==> src/rtl/option_reg_pkg.sv <==
package option_reg_pkg;

	// bus map
	localparam logic [15:0] OPT_ADDR    = 16'h001f;
	localparam logic [15:0] STATUS_ADDR = 16'h0020;

	// option field positions
	localparam int WD_DIS_BIT  = 0;
	localparam int STOP_EN_BIT = 1;
	localparam int WPS_BIT     = 2;
	localparam int SSR_BIT     = 3;

	// status field positions
	localparam int ST_USED_BIT = 0;
	localparam int ST_STOP_BIT = 1;
	localparam int ST_RCV_BIT  = 2;

	localparam logic [7:0] OPT_RESET = 8'h00;

	// bus clocks per oscillator cycle
	localparam int         OSC_DIV   = 1;
	localparam int         DIV_W     = 4;
	localparam logic [3:0] DIV_LAST  = 4'(OSC_DIV - 1);

	// recovery delays, in oscillator cycles
	localparam int STOP_SHORT_OSC = 32;
	localparam int STOP_LONG_OSC  = 4096;
	localparam int STOP_CNT_W     = 13;

	// watchdog period, in oscillator cycles
	localparam int WDOG_SHORT_EXP = 13;
	localparam int WDOG_LONG_EXP  = 18;
	localparam int WDOG_TRIM      = 16;
	localparam int WDOG_SHORT_OSC = (2 ** WDOG_SHORT_EXP) - WDOG_TRIM;
	localparam int WDOG_LONG_OSC  = (2 ** WDOG_LONG_EXP) - WDOG_TRIM;
	localparam int WDOG_CNT_W     = 19;

	typedef enum logic [1:0]
	{
		PWR_RUN     = 2'b00,
		PWR_STOPPED = 2'b01,
		PWR_RECOVER = 2'b10
	} pwr_state_t;

endpackage

==> src/rtl/option_ctrl_if.sv <==
`timescale 1ns/10ps
interface option_ctrl_if;
	logic tick;
	logic stop_start;
	logic stop_long;
	logic stop_done;
	logic wdog_run;
	logic wdog_period_sel;
	logic wdog_clear;
	logic wdog_expire;

	modport ctrl
	(
		output tick,
		output stop_start,
		output stop_long,
		output wdog_run,
		output wdog_period_sel,
		output wdog_clear,
		input  stop_done,
		input  wdog_expire
	);

	modport stop_side
	(
		input  tick,
		input  stop_start,
		input  stop_long,
		output stop_done
	);

	modport wdog_side
	(
		input  tick,
		input  wdog_run,
		input  wdog_period_sel,
		input  wdog_clear,
		output wdog_expire
	);
endinterface

==> src/rtl/stop_recovery_timer.sv <==
`timescale 1ns/10ps
module stop_recovery_timer
	import option_reg_pkg::*;
(
	input  wire logic         clk_in,
	input  wire logic         sys_rst_in,
	option_ctrl_if.stop_side  ctl
);

	typedef struct packed
	{
		logic [STOP_CNT_W-1:0] cnt;
		logic                  busy;
		logic                  done;
	} stop_state_t;

	localparam logic [STOP_CNT_W-1:0] SHORT_LOAD = STOP_CNT_W'(STOP_SHORT_OSC);
	localparam logic [STOP_CNT_W-1:0] LONG_LOAD  = STOP_CNT_W'(STOP_LONG_OSC);

	stop_state_t s_r;
	stop_state_t s_nxt;

	always_comb
	begin
		s_nxt      = s_r;
		s_nxt.done = 1'b0;
		if (ctl.stop_start)
		begin
			s_nxt.cnt  = ctl.stop_long ? LONG_LOAD : SHORT_LOAD;
			s_nxt.busy = 1'b1;
		end
		else if (s_r.busy && ctl.tick)
		begin
			if (s_r.cnt == STOP_CNT_W'(1))
			begin
				s_nxt.busy = 1'b0;
				s_nxt.done = 1'b1;
			end
			s_nxt.cnt = s_r.cnt - STOP_CNT_W'(1);
		end
	end

	always_ff @(posedge clk_in)
	begin
		if (sys_rst_in)
			s_r <= '0;
		else
			s_r <= s_nxt;
	end

	assign ctl.stop_done = s_r.done;

endmodule // stop_recovery_timer

==> src/rtl/watchdog_timer.sv <==
`timescale 1ns/10ps
module watchdog_timer
	import option_reg_pkg::*;
#(
	parameter int SHORT_OSC = WDOG_SHORT_OSC,
	parameter int LONG_OSC  = WDOG_LONG_OSC
)
(
	input  wire logic         clk_in,
	input  wire logic         sys_rst_in,
	option_ctrl_if.wdog_side  ctl
);

	typedef struct packed
	{
		logic [WDOG_CNT_W-1:0] cnt;
		logic                  expire;
	} wdog_state_t;

	localparam logic [WDOG_CNT_W-1:0] SHORT_LAST = WDOG_CNT_W'(SHORT_OSC - 1);
	localparam logic [WDOG_CNT_W-1:0] LONG_LAST  = WDOG_CNT_W'(LONG_OSC - 1);

	wdog_state_t s_r;
	wdog_state_t s_nxt;
	logic [WDOG_CNT_W-1:0] last;

	always_comb
	begin
		last         = ctl.wdog_period_sel ? SHORT_LAST : LONG_LAST;
		s_nxt        = s_r;
		s_nxt.expire = 1'b0;
		if (!ctl.wdog_run || ctl.wdog_clear)
			s_nxt.cnt = '0;
		else if (ctl.tick)
		begin
			if (s_r.cnt >= last)
			begin
				s_nxt.cnt    = '0;
				s_nxt.expire = 1'b1;
			end
			else
				s_nxt.cnt = s_r.cnt + WDOG_CNT_W'(1);
		end
	end

	always_ff @(posedge clk_in)
	begin
		if (sys_rst_in)
			s_r <= '0;
		else
			s_r <= s_nxt;
	end

	assign ctl.wdog_expire = s_r.expire;

endmodule // watchdog_timer

==> src/rtl/option_register.sv <==
// Added by the designer: strobed register access.
`timescale 1ns/10ps
module option_register
	import option_reg_pkg::*;
#(
	parameter int WDOG_SHORT_CYC = WDOG_SHORT_OSC,
	parameter int WDOG_LONG_CYC  = WDOG_LONG_OSC
)
(
	input  wire logic        clk_in,
	input  wire logic        sys_rst_in,
	input  wire logic [15:0] addr_in,
	input  wire logic [7:0]  wr_data_in,
	input  wire logic        wr_en_in,
	input  wire logic        rd_en_in,
	output logic      [7:0]  rd_data_out,
	input  wire logic        stop_opcode_in,
	input  wire logic        wake_irq_in,
	input  wire logic        reset_pin_wake_in,
	input  wire logic        wdog_clear_in,
	output logic             short_stop_recovery_out,
	output logic             watchdog_period_select_out,
	output logic             stop_enable_out,
	output logic             watchdog_disable_out,
	output logic             illegal_opcode_out,
	output logic             stop_mode_out,
	output logic             recovering_out,
	output logic             stop_exit_out,
	output logic             wdog_reset_out
);

	typedef struct packed
	{
		logic [7:0]      opt;
		logic            used;
		logic [7:0]      rd;
		pwr_state_t      pwr;
		logic            stop_mode;
		logic            recovering;
		logic            stop_start;
		logic            stop_long;
		logic            stop_exit;
		logic            illegal;
		logic            wd_clear;
		logic [DIV_W-1:0] div;
		logic            tick;
		logic [1:0]      pin_sync;
	} main_state_t;

	localparam main_state_t MAIN_RESET = '{
		opt:        OPT_RESET,
		used:       1'b0,
		rd:         8'h00,
		pwr:        PWR_RUN,
		stop_mode:  1'b0,
		recovering: 1'b0,
		stop_start: 1'b0,
		stop_long:  1'b0,
		stop_exit:  1'b0,
		illegal:    1'b0,
		wd_clear:   1'b0,
		div:        '0,
		tick:       1'b0,
		pin_sync:   2'b00
	};

	main_state_t s_r;
	main_state_t s_nxt;
	logic        opt_hit;
	logic        status_hit;
	logic        pin_wake;
	logic [7:0]  status_word;

	option_ctrl_if ctl ();

	stop_recovery_timer u_stop_timer
	(
		.clk_in     (clk_in),
		.sys_rst_in (sys_rst_in),
		.ctl        (ctl.stop_side)
	);

	watchdog_timer #(
		.SHORT_OSC (WDOG_SHORT_CYC),
		.LONG_OSC  (WDOG_LONG_CYC)
	) u_watchdog (
		.clk_in     (clk_in),
		.sys_rst_in (sys_rst_in),
		.ctl        (ctl.wdog_side)
	);

	always_comb
	begin
		opt_hit    = (addr_in == OPT_ADDR);
		status_hit = (addr_in == STATUS_ADDR);
		// only the second synchroniser stage is looked at
		pin_wake   = s_r.pin_sync[1];

		status_word                = 8'h00;
		status_word[ST_USED_BIT]   = s_r.used;
		status_word[ST_STOP_BIT]   = s_r.stop_mode;
		status_word[ST_RCV_BIT]    = s_r.recovering;

		s_nxt            = s_r;
		s_nxt.stop_start = 1'b0;
		s_nxt.stop_exit  = 1'b0;
		s_nxt.illegal    = 1'b0;
		s_nxt.wd_clear   = wdog_clear_in;
		s_nxt.pin_sync   = {s_r.pin_sync[0], reset_pin_wake_in};

		// oscillator-rate enable; one pulse every OSC_DIV bus clocks
		if (s_r.div == DIV_LAST)
		begin
			s_nxt.div  = '0;
			s_nxt.tick = 1'b1;
		end
		else
		begin
			s_nxt.div  = s_r.div + DIV_W'(1);
			s_nxt.tick = 1'b0;
		end

		// write-once latch: a late write leaves no trace at all
		if (wr_en_in && opt_hit && !s_r.used)
		begin
			s_nxt.opt  = wr_data_in;
			s_nxt.used = 1'b1;
		end

		// read data stands in the cycle after the strobe only
		s_nxt.rd = 8'h00;
		if (rd_en_in && opt_hit)
			s_nxt.rd = s_r.opt;
		else if (rd_en_in && status_hit)
			s_nxt.rd = status_word;

		case (s_r.pwr)
			PWR_RUN:
			begin
				if (stop_opcode_in)
				begin
					if (s_r.opt[STOP_EN_BIT])
					begin
						s_nxt.pwr       = PWR_STOPPED;
						s_nxt.stop_mode = 1'b1;
					end
					else
						s_nxt.illegal = 1'b1;
				end
			end
			PWR_STOPPED:
			begin
				// pin wake takes priority so it never gets the short delay
				if (pin_wake || wake_irq_in)
				begin
					s_nxt.pwr        = PWR_RECOVER;
					s_nxt.recovering = 1'b1;
					s_nxt.stop_start = 1'b1;
					s_nxt.stop_long  = pin_wake || !s_r.opt[SSR_BIT];
				end
			end
			PWR_RECOVER:
			begin
				if (ctl.stop_done)
				begin
					s_nxt.pwr        = PWR_RUN;
					s_nxt.stop_mode  = 1'b0;
					s_nxt.recovering = 1'b0;
					s_nxt.stop_exit  = 1'b1;
				end
			end
			default:
			begin
				s_nxt.pwr        = PWR_RUN;
				s_nxt.stop_mode  = 1'b0;
				s_nxt.recovering = 1'b0;
			end
		endcase
	end

	always_ff @(posedge clk_in)
	begin
		if (sys_rst_in)
			s_r <= MAIN_RESET;
		else
			s_r <= s_nxt;
	end

	assign ctl.tick            = s_r.tick;
	assign ctl.stop_start      = s_r.stop_start;
	assign ctl.stop_long       = s_r.stop_long;
	assign ctl.wdog_run        = !s_r.opt[WD_DIS_BIT];
	assign ctl.wdog_period_sel = s_r.opt[WPS_BIT];
	assign ctl.wdog_clear      = s_r.wd_clear;

	assign rd_data_out                = s_r.rd;
	assign short_stop_recovery_out    = s_r.opt[SSR_BIT];
	assign watchdog_period_select_out = s_r.opt[WPS_BIT];
	assign stop_enable_out            = s_r.opt[STOP_EN_BIT];
	assign watchdog_disable_out       = s_r.opt[WD_DIS_BIT];
	assign illegal_opcode_out         = s_r.illegal;
	assign stop_mode_out              = s_r.stop_mode;
	assign recovering_out             = s_r.recovering;
	assign stop_exit_out              = s_r.stop_exit;
	// comes straight from the watchdog's own flop
	assign wdog_reset_out             = ctl.wdog_expire;

endmodule // option_register

==> config.mk <==
export PLATFORM = sky130hd
export DESIGN_NAME = option_register
export DESIGN_NICKNAME = d
export VERILOG_FILES = /design/src/rtl/option_reg_pkg.sv /design/src/rtl/option_ctrl_if.sv /design/src/rtl/stop_recovery_timer.sv /design/src/rtl/watchdog_timer.sv /design/src/rtl/option_register.sv
export SDC_FILE = /design/constraint.sdc
export NUM_CORES = 1
export LEC_CHECK = 0
export ABC_AREA = 1
export BUFFER_PORTS_ARGS = -buffer_cell sky130_fd_sc_hd__buf_2
export CAP_MARGIN = 10
export CELL_PAD_IN_SITES_DETAIL_PLACEMENT = 0
export CELL_PAD_IN_SITES_GLOBAL_PLACEMENT = 1
export CORE_UTILIZATION = 41
export CTS_CLUSTER_DIAMETER = 150
export DETAILED_ROUTE_END_ITERATION = 6
export PLACE_DENSITY_LB_ADDON = 0.1
export SETUP_SLACK_MARGIN = 0.02
export SLEW_MARGIN = 10
export SYNTH_ARGS = -nofsm -noshare
export SYNTH_HDL_FRONTEND = slang
export SYNTH_HIERARCHICAL = 1
export SYNTH_SLANG_ARGS = --single-unit
==> constraint.sdc <==
create_clock -name clk_in -period 1.7 [get_ports clk_in]
set_input_delay 0.425 -clock clk_in [delete_from_list [all_inputs] [get_ports clk_in]]
set_output_delay 0.425 -clock clk_in [all_outputs]
set_load 0.005 [all_outputs]
* Word level (Yosys, flattened, before mapping)
Cells that the tools add are included.
** Storage, ports and cells
- Flip-flop bits (word level) :: 68
- Input bits :: 32
** Operators by class
- Equal/unequal tests :: 9
- Bitwise operators :: 6
- Order comparisons :: 1
- Add/sub/neg operators :: 3
- Reduce and logical (&&, ||, !) cells :: 26
- Muxes and demuxes :: 20
** Operators with widths (count)
- 19-bit by 1-bit adder with 19-bit output (second input constant) :: 1
- 19-bit >= comparator :: 1
- 19-bit two-way mux :: 1
- 18-bit two-way mux :: 1
- 16-bit by 5-bit == test with 1-bit output (second input constant) :: 1
- 16-bit by 6-bit == test with 1-bit output (second input constant) :: 1
- 15-bit two-way mux :: 1
- 14-bit two-way mux :: 1
- 13-bit by 1-bit == test with 1-bit output (second input constant) :: 1
- 13-bit two-way mux :: 1
- 13-bit by 1-bit subtractor with 13-bit output (second input constant) :: 1
- 3-bit two-way mux :: 4
- 3-bit OR reduction :: 3
- 8-bit two-way mux :: 1
- 4-bit AND reduction :: 2
- 2-bit OR reduction :: 4
- 2-bit != test (second input constant) :: 3
- 1-bit inverter :: 6
- 1-bit one-hot mux with 3 select lines :: 2
- 2-bit one-hot mux with 3 select lines :: 1
- 1-bit logical AND :: 5
- 4-bit by 1-bit adder with 4-bit output (second input constant) :: 1
- 4-bit zero test :: 1
- 1-bit two-way mux :: 4
- other kinds (11) :: 17

* Longest topological paths before layout
- Depth in word-level cells :: 4
- Depth in mapped cells :: 11
- Mapped depth without buffers :: 10

* Modules after synthesis
Netlist, hierarchy kept.
** By module, submodules not included
- option_register :: area each 1353.8 um^2, instances 1, cells each 174
- watchdog_timer :: area each 1164.9 um^2, instances 1, cells each 167
- stop_recovery_timer :: area each 825.8 um^2, instances 1, cells each 121

* Worst setup path after synthesis
OpenSTA, ideal clock, no wires.
- Path type :: reg-to-reg
- Start point :: register s_r (netlist bit watchdog_period_select_out)
- End point :: register u_watchdog/s_r[6] (netlist bit)
- Setup slack :: 0.124 ns
- Arrival :: 1.512 ns
- Path buffers :: 1
- Clock period less this slack :: 1.576 ns
- Stages on the path, launching flop included :: 12
- Required time :: 1.636 ns
- Cells stage by stage :: dfxtp_1 -> ha_1 -> nand2_1 -> inv_1 -> nand2_1 -> nor2_1 -> nor2_1 -> nand3_2 -> nand2_2 -> nand2_4 -> buf_6 -> nor2_1
** On the way
- Longest elaborated chain between the ends :: 3
** Ends and longest elaborated chain
- start: declaration :: line option_register.sv:67 : main_state_t s_r;
- start signal: assignment :: line option_register.sv:186 : s_r <= s_nxt;
- 18-bit two-way mux :: line watchdog_timer.sv:29 : last = ctl.wdog_period_sel ? SHORT_LAST : LONG_LAST;
- 19-bit >= comparator :: line watchdog_timer.sv:36 : if (s_r.cnt >= last)
- 19-bit two-way mux :: line watchdog_timer.sv:36
- end signal: assignment :: line watchdog_timer.sv:51 : s_r <= s_nxt;
- end: declaration :: line watchdog_timer.sv:23 : wdog_state_t s_r;
No other way between the ends.
A chain may end at the register's enable or synchronous reset.

* Worst setup path after layout
- Start point :: register s_r (netlist bit watchdog_period_select_out)
- End point :: register u_watchdog/s_r[8] (netlist bit)
The elaborated chain is that of the path after synthesis.

==> results.py <==
metrics = {
    "run_status": {
        "run_status": "completed",
    },
    "run": {
        "drv_cap": 0,
    },
    "layout": {
        "stdcell_count": 624,
        "final_cell_mix": "92 x nand2_1, 83 x nor2_1, 64 x dfxtp_1",
        "diodes": 0,
        "final_util": 0.522,
        "drive_gt1_frac": 0.251,
        "area_growth_pct": 21.9,
        "mostFrequentLayoutCell": "nand2_1",
        "layout.nets": 559,
    },
    "power": {
        "total_power_mw": 3.15,
        "p_leak_nw": 1.81,
        "ir_worst_vdd_mv": 0.320,
        "p_per_area_nw_per_um2": 772,
    },
    "floorplanning": {
        "row_count": 32,
        "dieArea_sq_um": 8520,
        "chipHeight_um": 92.3,
        "die_x_um": 92.3,
        "start_util": 0.428,
        "core_area_sq_um": 7810,
        "io_pins": 49,
    },
    "drt": {
        "wl_per_cell_um": 11.4,
        "drc": 0,
        "final_antenna_net_count": 0,
        "vias": 2900,
        "firstDrtPassIters": 4,
        "viasPerCell": 4.65,
        "dr.first_iter.drc_count": 104,
        "wl_um": 7130,
    },
    "worst_setup_path": {
        "reg2reg_depth": 10,
        "worstPathArrival_ns": 1.82,
        "end_kind": "register",
        "critical_path_peak_fanout": 6,
        "path_class": "register to register",
        "reg2reg_slack_ns": 0.11,
        "rr_startpoint": "watchdog_period_select_out",
        "cp-start-kind": "register",
        "critPathRequiredTime_ns": 1.93,
        "r2r-end": "u_watchdog/s_r[8]",
    },
    "placed_design": {
        "gp_congestion": 0.768,
        "portBuffers": 48,
        "dpl.cell_count": 604,
        "dp_hpwl_um": 5170,
    },
    "synthesis": {
        "synth_area_leaders": "dfxtp_1 41%, nor2_1 11%, nand2_1 10%, inv_1 6.7%, nand3_1 4.3%",
        "yosysSeqAreaShare": 0.407,
        "syn_inst": 462,
        "synth_top_area_share": 0.407,
        "yosysWarnings": 6,
        "synthesis.nets": 504,
        "yosysTopAreaCell": "dfxtp_1",
        "yosysUniqueCellTypes": 38,
        "ys_seq_elements": 68,
        "syn_area_sq_um": 3340,
        "syn_avg_cell_area_sq_um": 7.24,
    },
    "timing": {
        "fin_skew_ns": 0.0145,
        "hold_viol": 0,
        "tightest_slew_ns": 0.793,
        "finalSetupViolations": 0,
        "fin_crit_sh": 0.934,
        "tns_ns": 0,
        "rsz0062_at_grt": "no",
        "holdWs_ns": 0.287,
        "max_slew_margin": 0.471,
        "fmax_mhz": 630,
        "period_needed_ns": 1.59,
        "report.final.slew_viol_count": 0,
    },
    "clocking": {
        "cts_sinks": 68,
        "clkLatencyLatePin_ns": 0.34,
        "cts_max_level": 3,
        "clk_pin_slew_ns": 0.08,
        "clock-root-buffer": "clkbuf_8",
        "cts_buffer_depth": 2,
        "cts-buffers-inserted": 9,
        "cts_tree": "yes",
    },
    "global_routing": {
        "antenna_found_initial": 0,
        "grt.overflow.total": 0,
        "grt_max_degree": 20,
        "grt_pass1_wl_um": 12200,
        "grt_pass1_vias": 2741,
        "grt_use_total": 0.180,
    },
    "hold_path": {
        "hp-class": "input port to register",
        "whs_endpoint": "s_nxt[1]",
        "hold_depth": 3,
        "worstHoldStart": "reset_pin_wake_in",
    },
}
==> metrics by stage <==
step / instance area (sq um) / worst slack (ns)
final: 4080 / 0.112
after floorplan: 3340 / 0.124
after CTS: 3870 / 0.0747
after global routing: 4080 / 0.00766
after global placement: 3660 / 0.135
after detailed placement: 3660 / 0.0374
==> cells in the mapped netlist <==
master	number
a21boi_1	1
a21oi_1	15
a31o_2	1
a31oi_1	1
and2_1	1
and3_2	1
buf_2	1
buf_4	9
buf_6	2
clkbuf_1	1
dfxtp_1	68
ha_1	10
inv_1	60
inv_2	1
nand2_1	93
nand2_2	4
nand2_4	3
nand3_1	29
nand3_2	2
nand3_4	1
nand3b_1	1
nand4_1	4
nand4_2	1
nand4_4	1
nor2_1	97
nor2_2	11
nor2_4	5
nor2_8	1
nor3_2	1
nor3b_1	1
nor4_1	1
o21ai_0	13
o21ai_1	1
o21bai_1	1
o22ai_1	5
or2_2	1
xnor2_1	3
xor2_1	10
==> cells by family after synthesis <==
family                     count (synthesis)  synth area share
DFF                                       68             0.407
and+or+nand+nor                          259             0.362
adders and majority gates                 10            0.0374
buffers and inverters                     74            0.0980
xor gates and xnor gates                  13            0.0340
AOI/OAI and AO/OA                         38            0.0617
==> state kept, by name, indices dropped and copies added, names as in the netlist <==
signal	count
ctl.stop_start	1
u_watchdog/ctl.wdog_expire	1
s_nxt	1
pin_wake	1
watchdog_period_select_out	1
u_stop_timer/ctl.stop_done	1
u_stop_timer/s_r	14
recovering_out	1
stop_mode_out	1
ctl.wdog_clear	1
short_stop_recovery_out	1
ctl.stop_long	1
s_r	11
illegal_opcode_out	1
rd_data_out	8
u_watchdog/s_r	19
stop_exit_out	1
stop_enable_out	1
watchdog_disable_out	1
ctl.tick	1
==> metal layers <==
| metal | global-route usage | vias up | routed length [um] |
|---|---|---|---|
| met5 | 0 | - | 0 |
| met4 | 0.0612 | 0 | 78 |
| met3 | 0.0484 | 9 | 356 |
| met2 | 0.275 | 58 | 3120 |
| met1 | 0.246 | 1278 | 3580 |
| li1 | - | 1555 | - |
==> worst max-delay path, cell delays in order (launching register included) <==
cell	delay (ns)
dfxtp_4	0.39
ha_1	0.28
inv_1	0.04
nor2_2	0.09
nand2_2	0.07
nor2_1	0.08
nand3_1	0.11
nand3_4	0.14
nand2_8	0.11
nand2_8	0.11
nor2_4	0.04
==> report_power, final <==
group / switching, mW / leakage, nW / internal, mW
clock network: 0.642 / 0.102 / 0.760
logic: 0.0792 / 1.15 / 0.0588
registers: 0.00749 / 0.551 / 1.60
total: 0.729 / 1.81 / 2.42
==> area by class of cell <==
class | count | area, sq um
fillers | 811 | 3730
clock buffers | 11 | 151
flip-flops and latches | 68 | 1370
clock inverters | 5 | 58.8
inverters | 61 | 229
repair buffers | 54 | 298
multi-input cells | 323 | 1840
well taps | 102 | 128
==> worst max path at each step <==
stage | startpoint | endpoint | slack, ns | depth (start not counted)
CTS | u_watchdog/s_r[18] | u_watchdog/s_r[10] | 0.07 | 10
floorplan | watchdog_period_select_out | u_watchdog/s_r[6] | 0.12 | 11
global route | watchdog_period_select_out | u_watchdog/s_r[6] | 0.008 | 10
detailed placement | watchdog_period_select_out | u_watchdog/s_r[5] | 0.04 | 10
global placement | watchdog_period_select_out | u_watchdog/s_r[5] | 0.13 | 10
finish | watchdog_period_select_out | u_watchdog/s_r[8] | 0.11 | 10
==> timing repair <==
item	CTS	global route
gates resized for setup	1	34
cloned	0	3
endpoints found under the setup margin	8	19
buffers inserted	0	1
pin swaps	0	7
hold buffers	0	0
endpoints found under the hold margin	0	0
(Power assumes the default switching activity.)
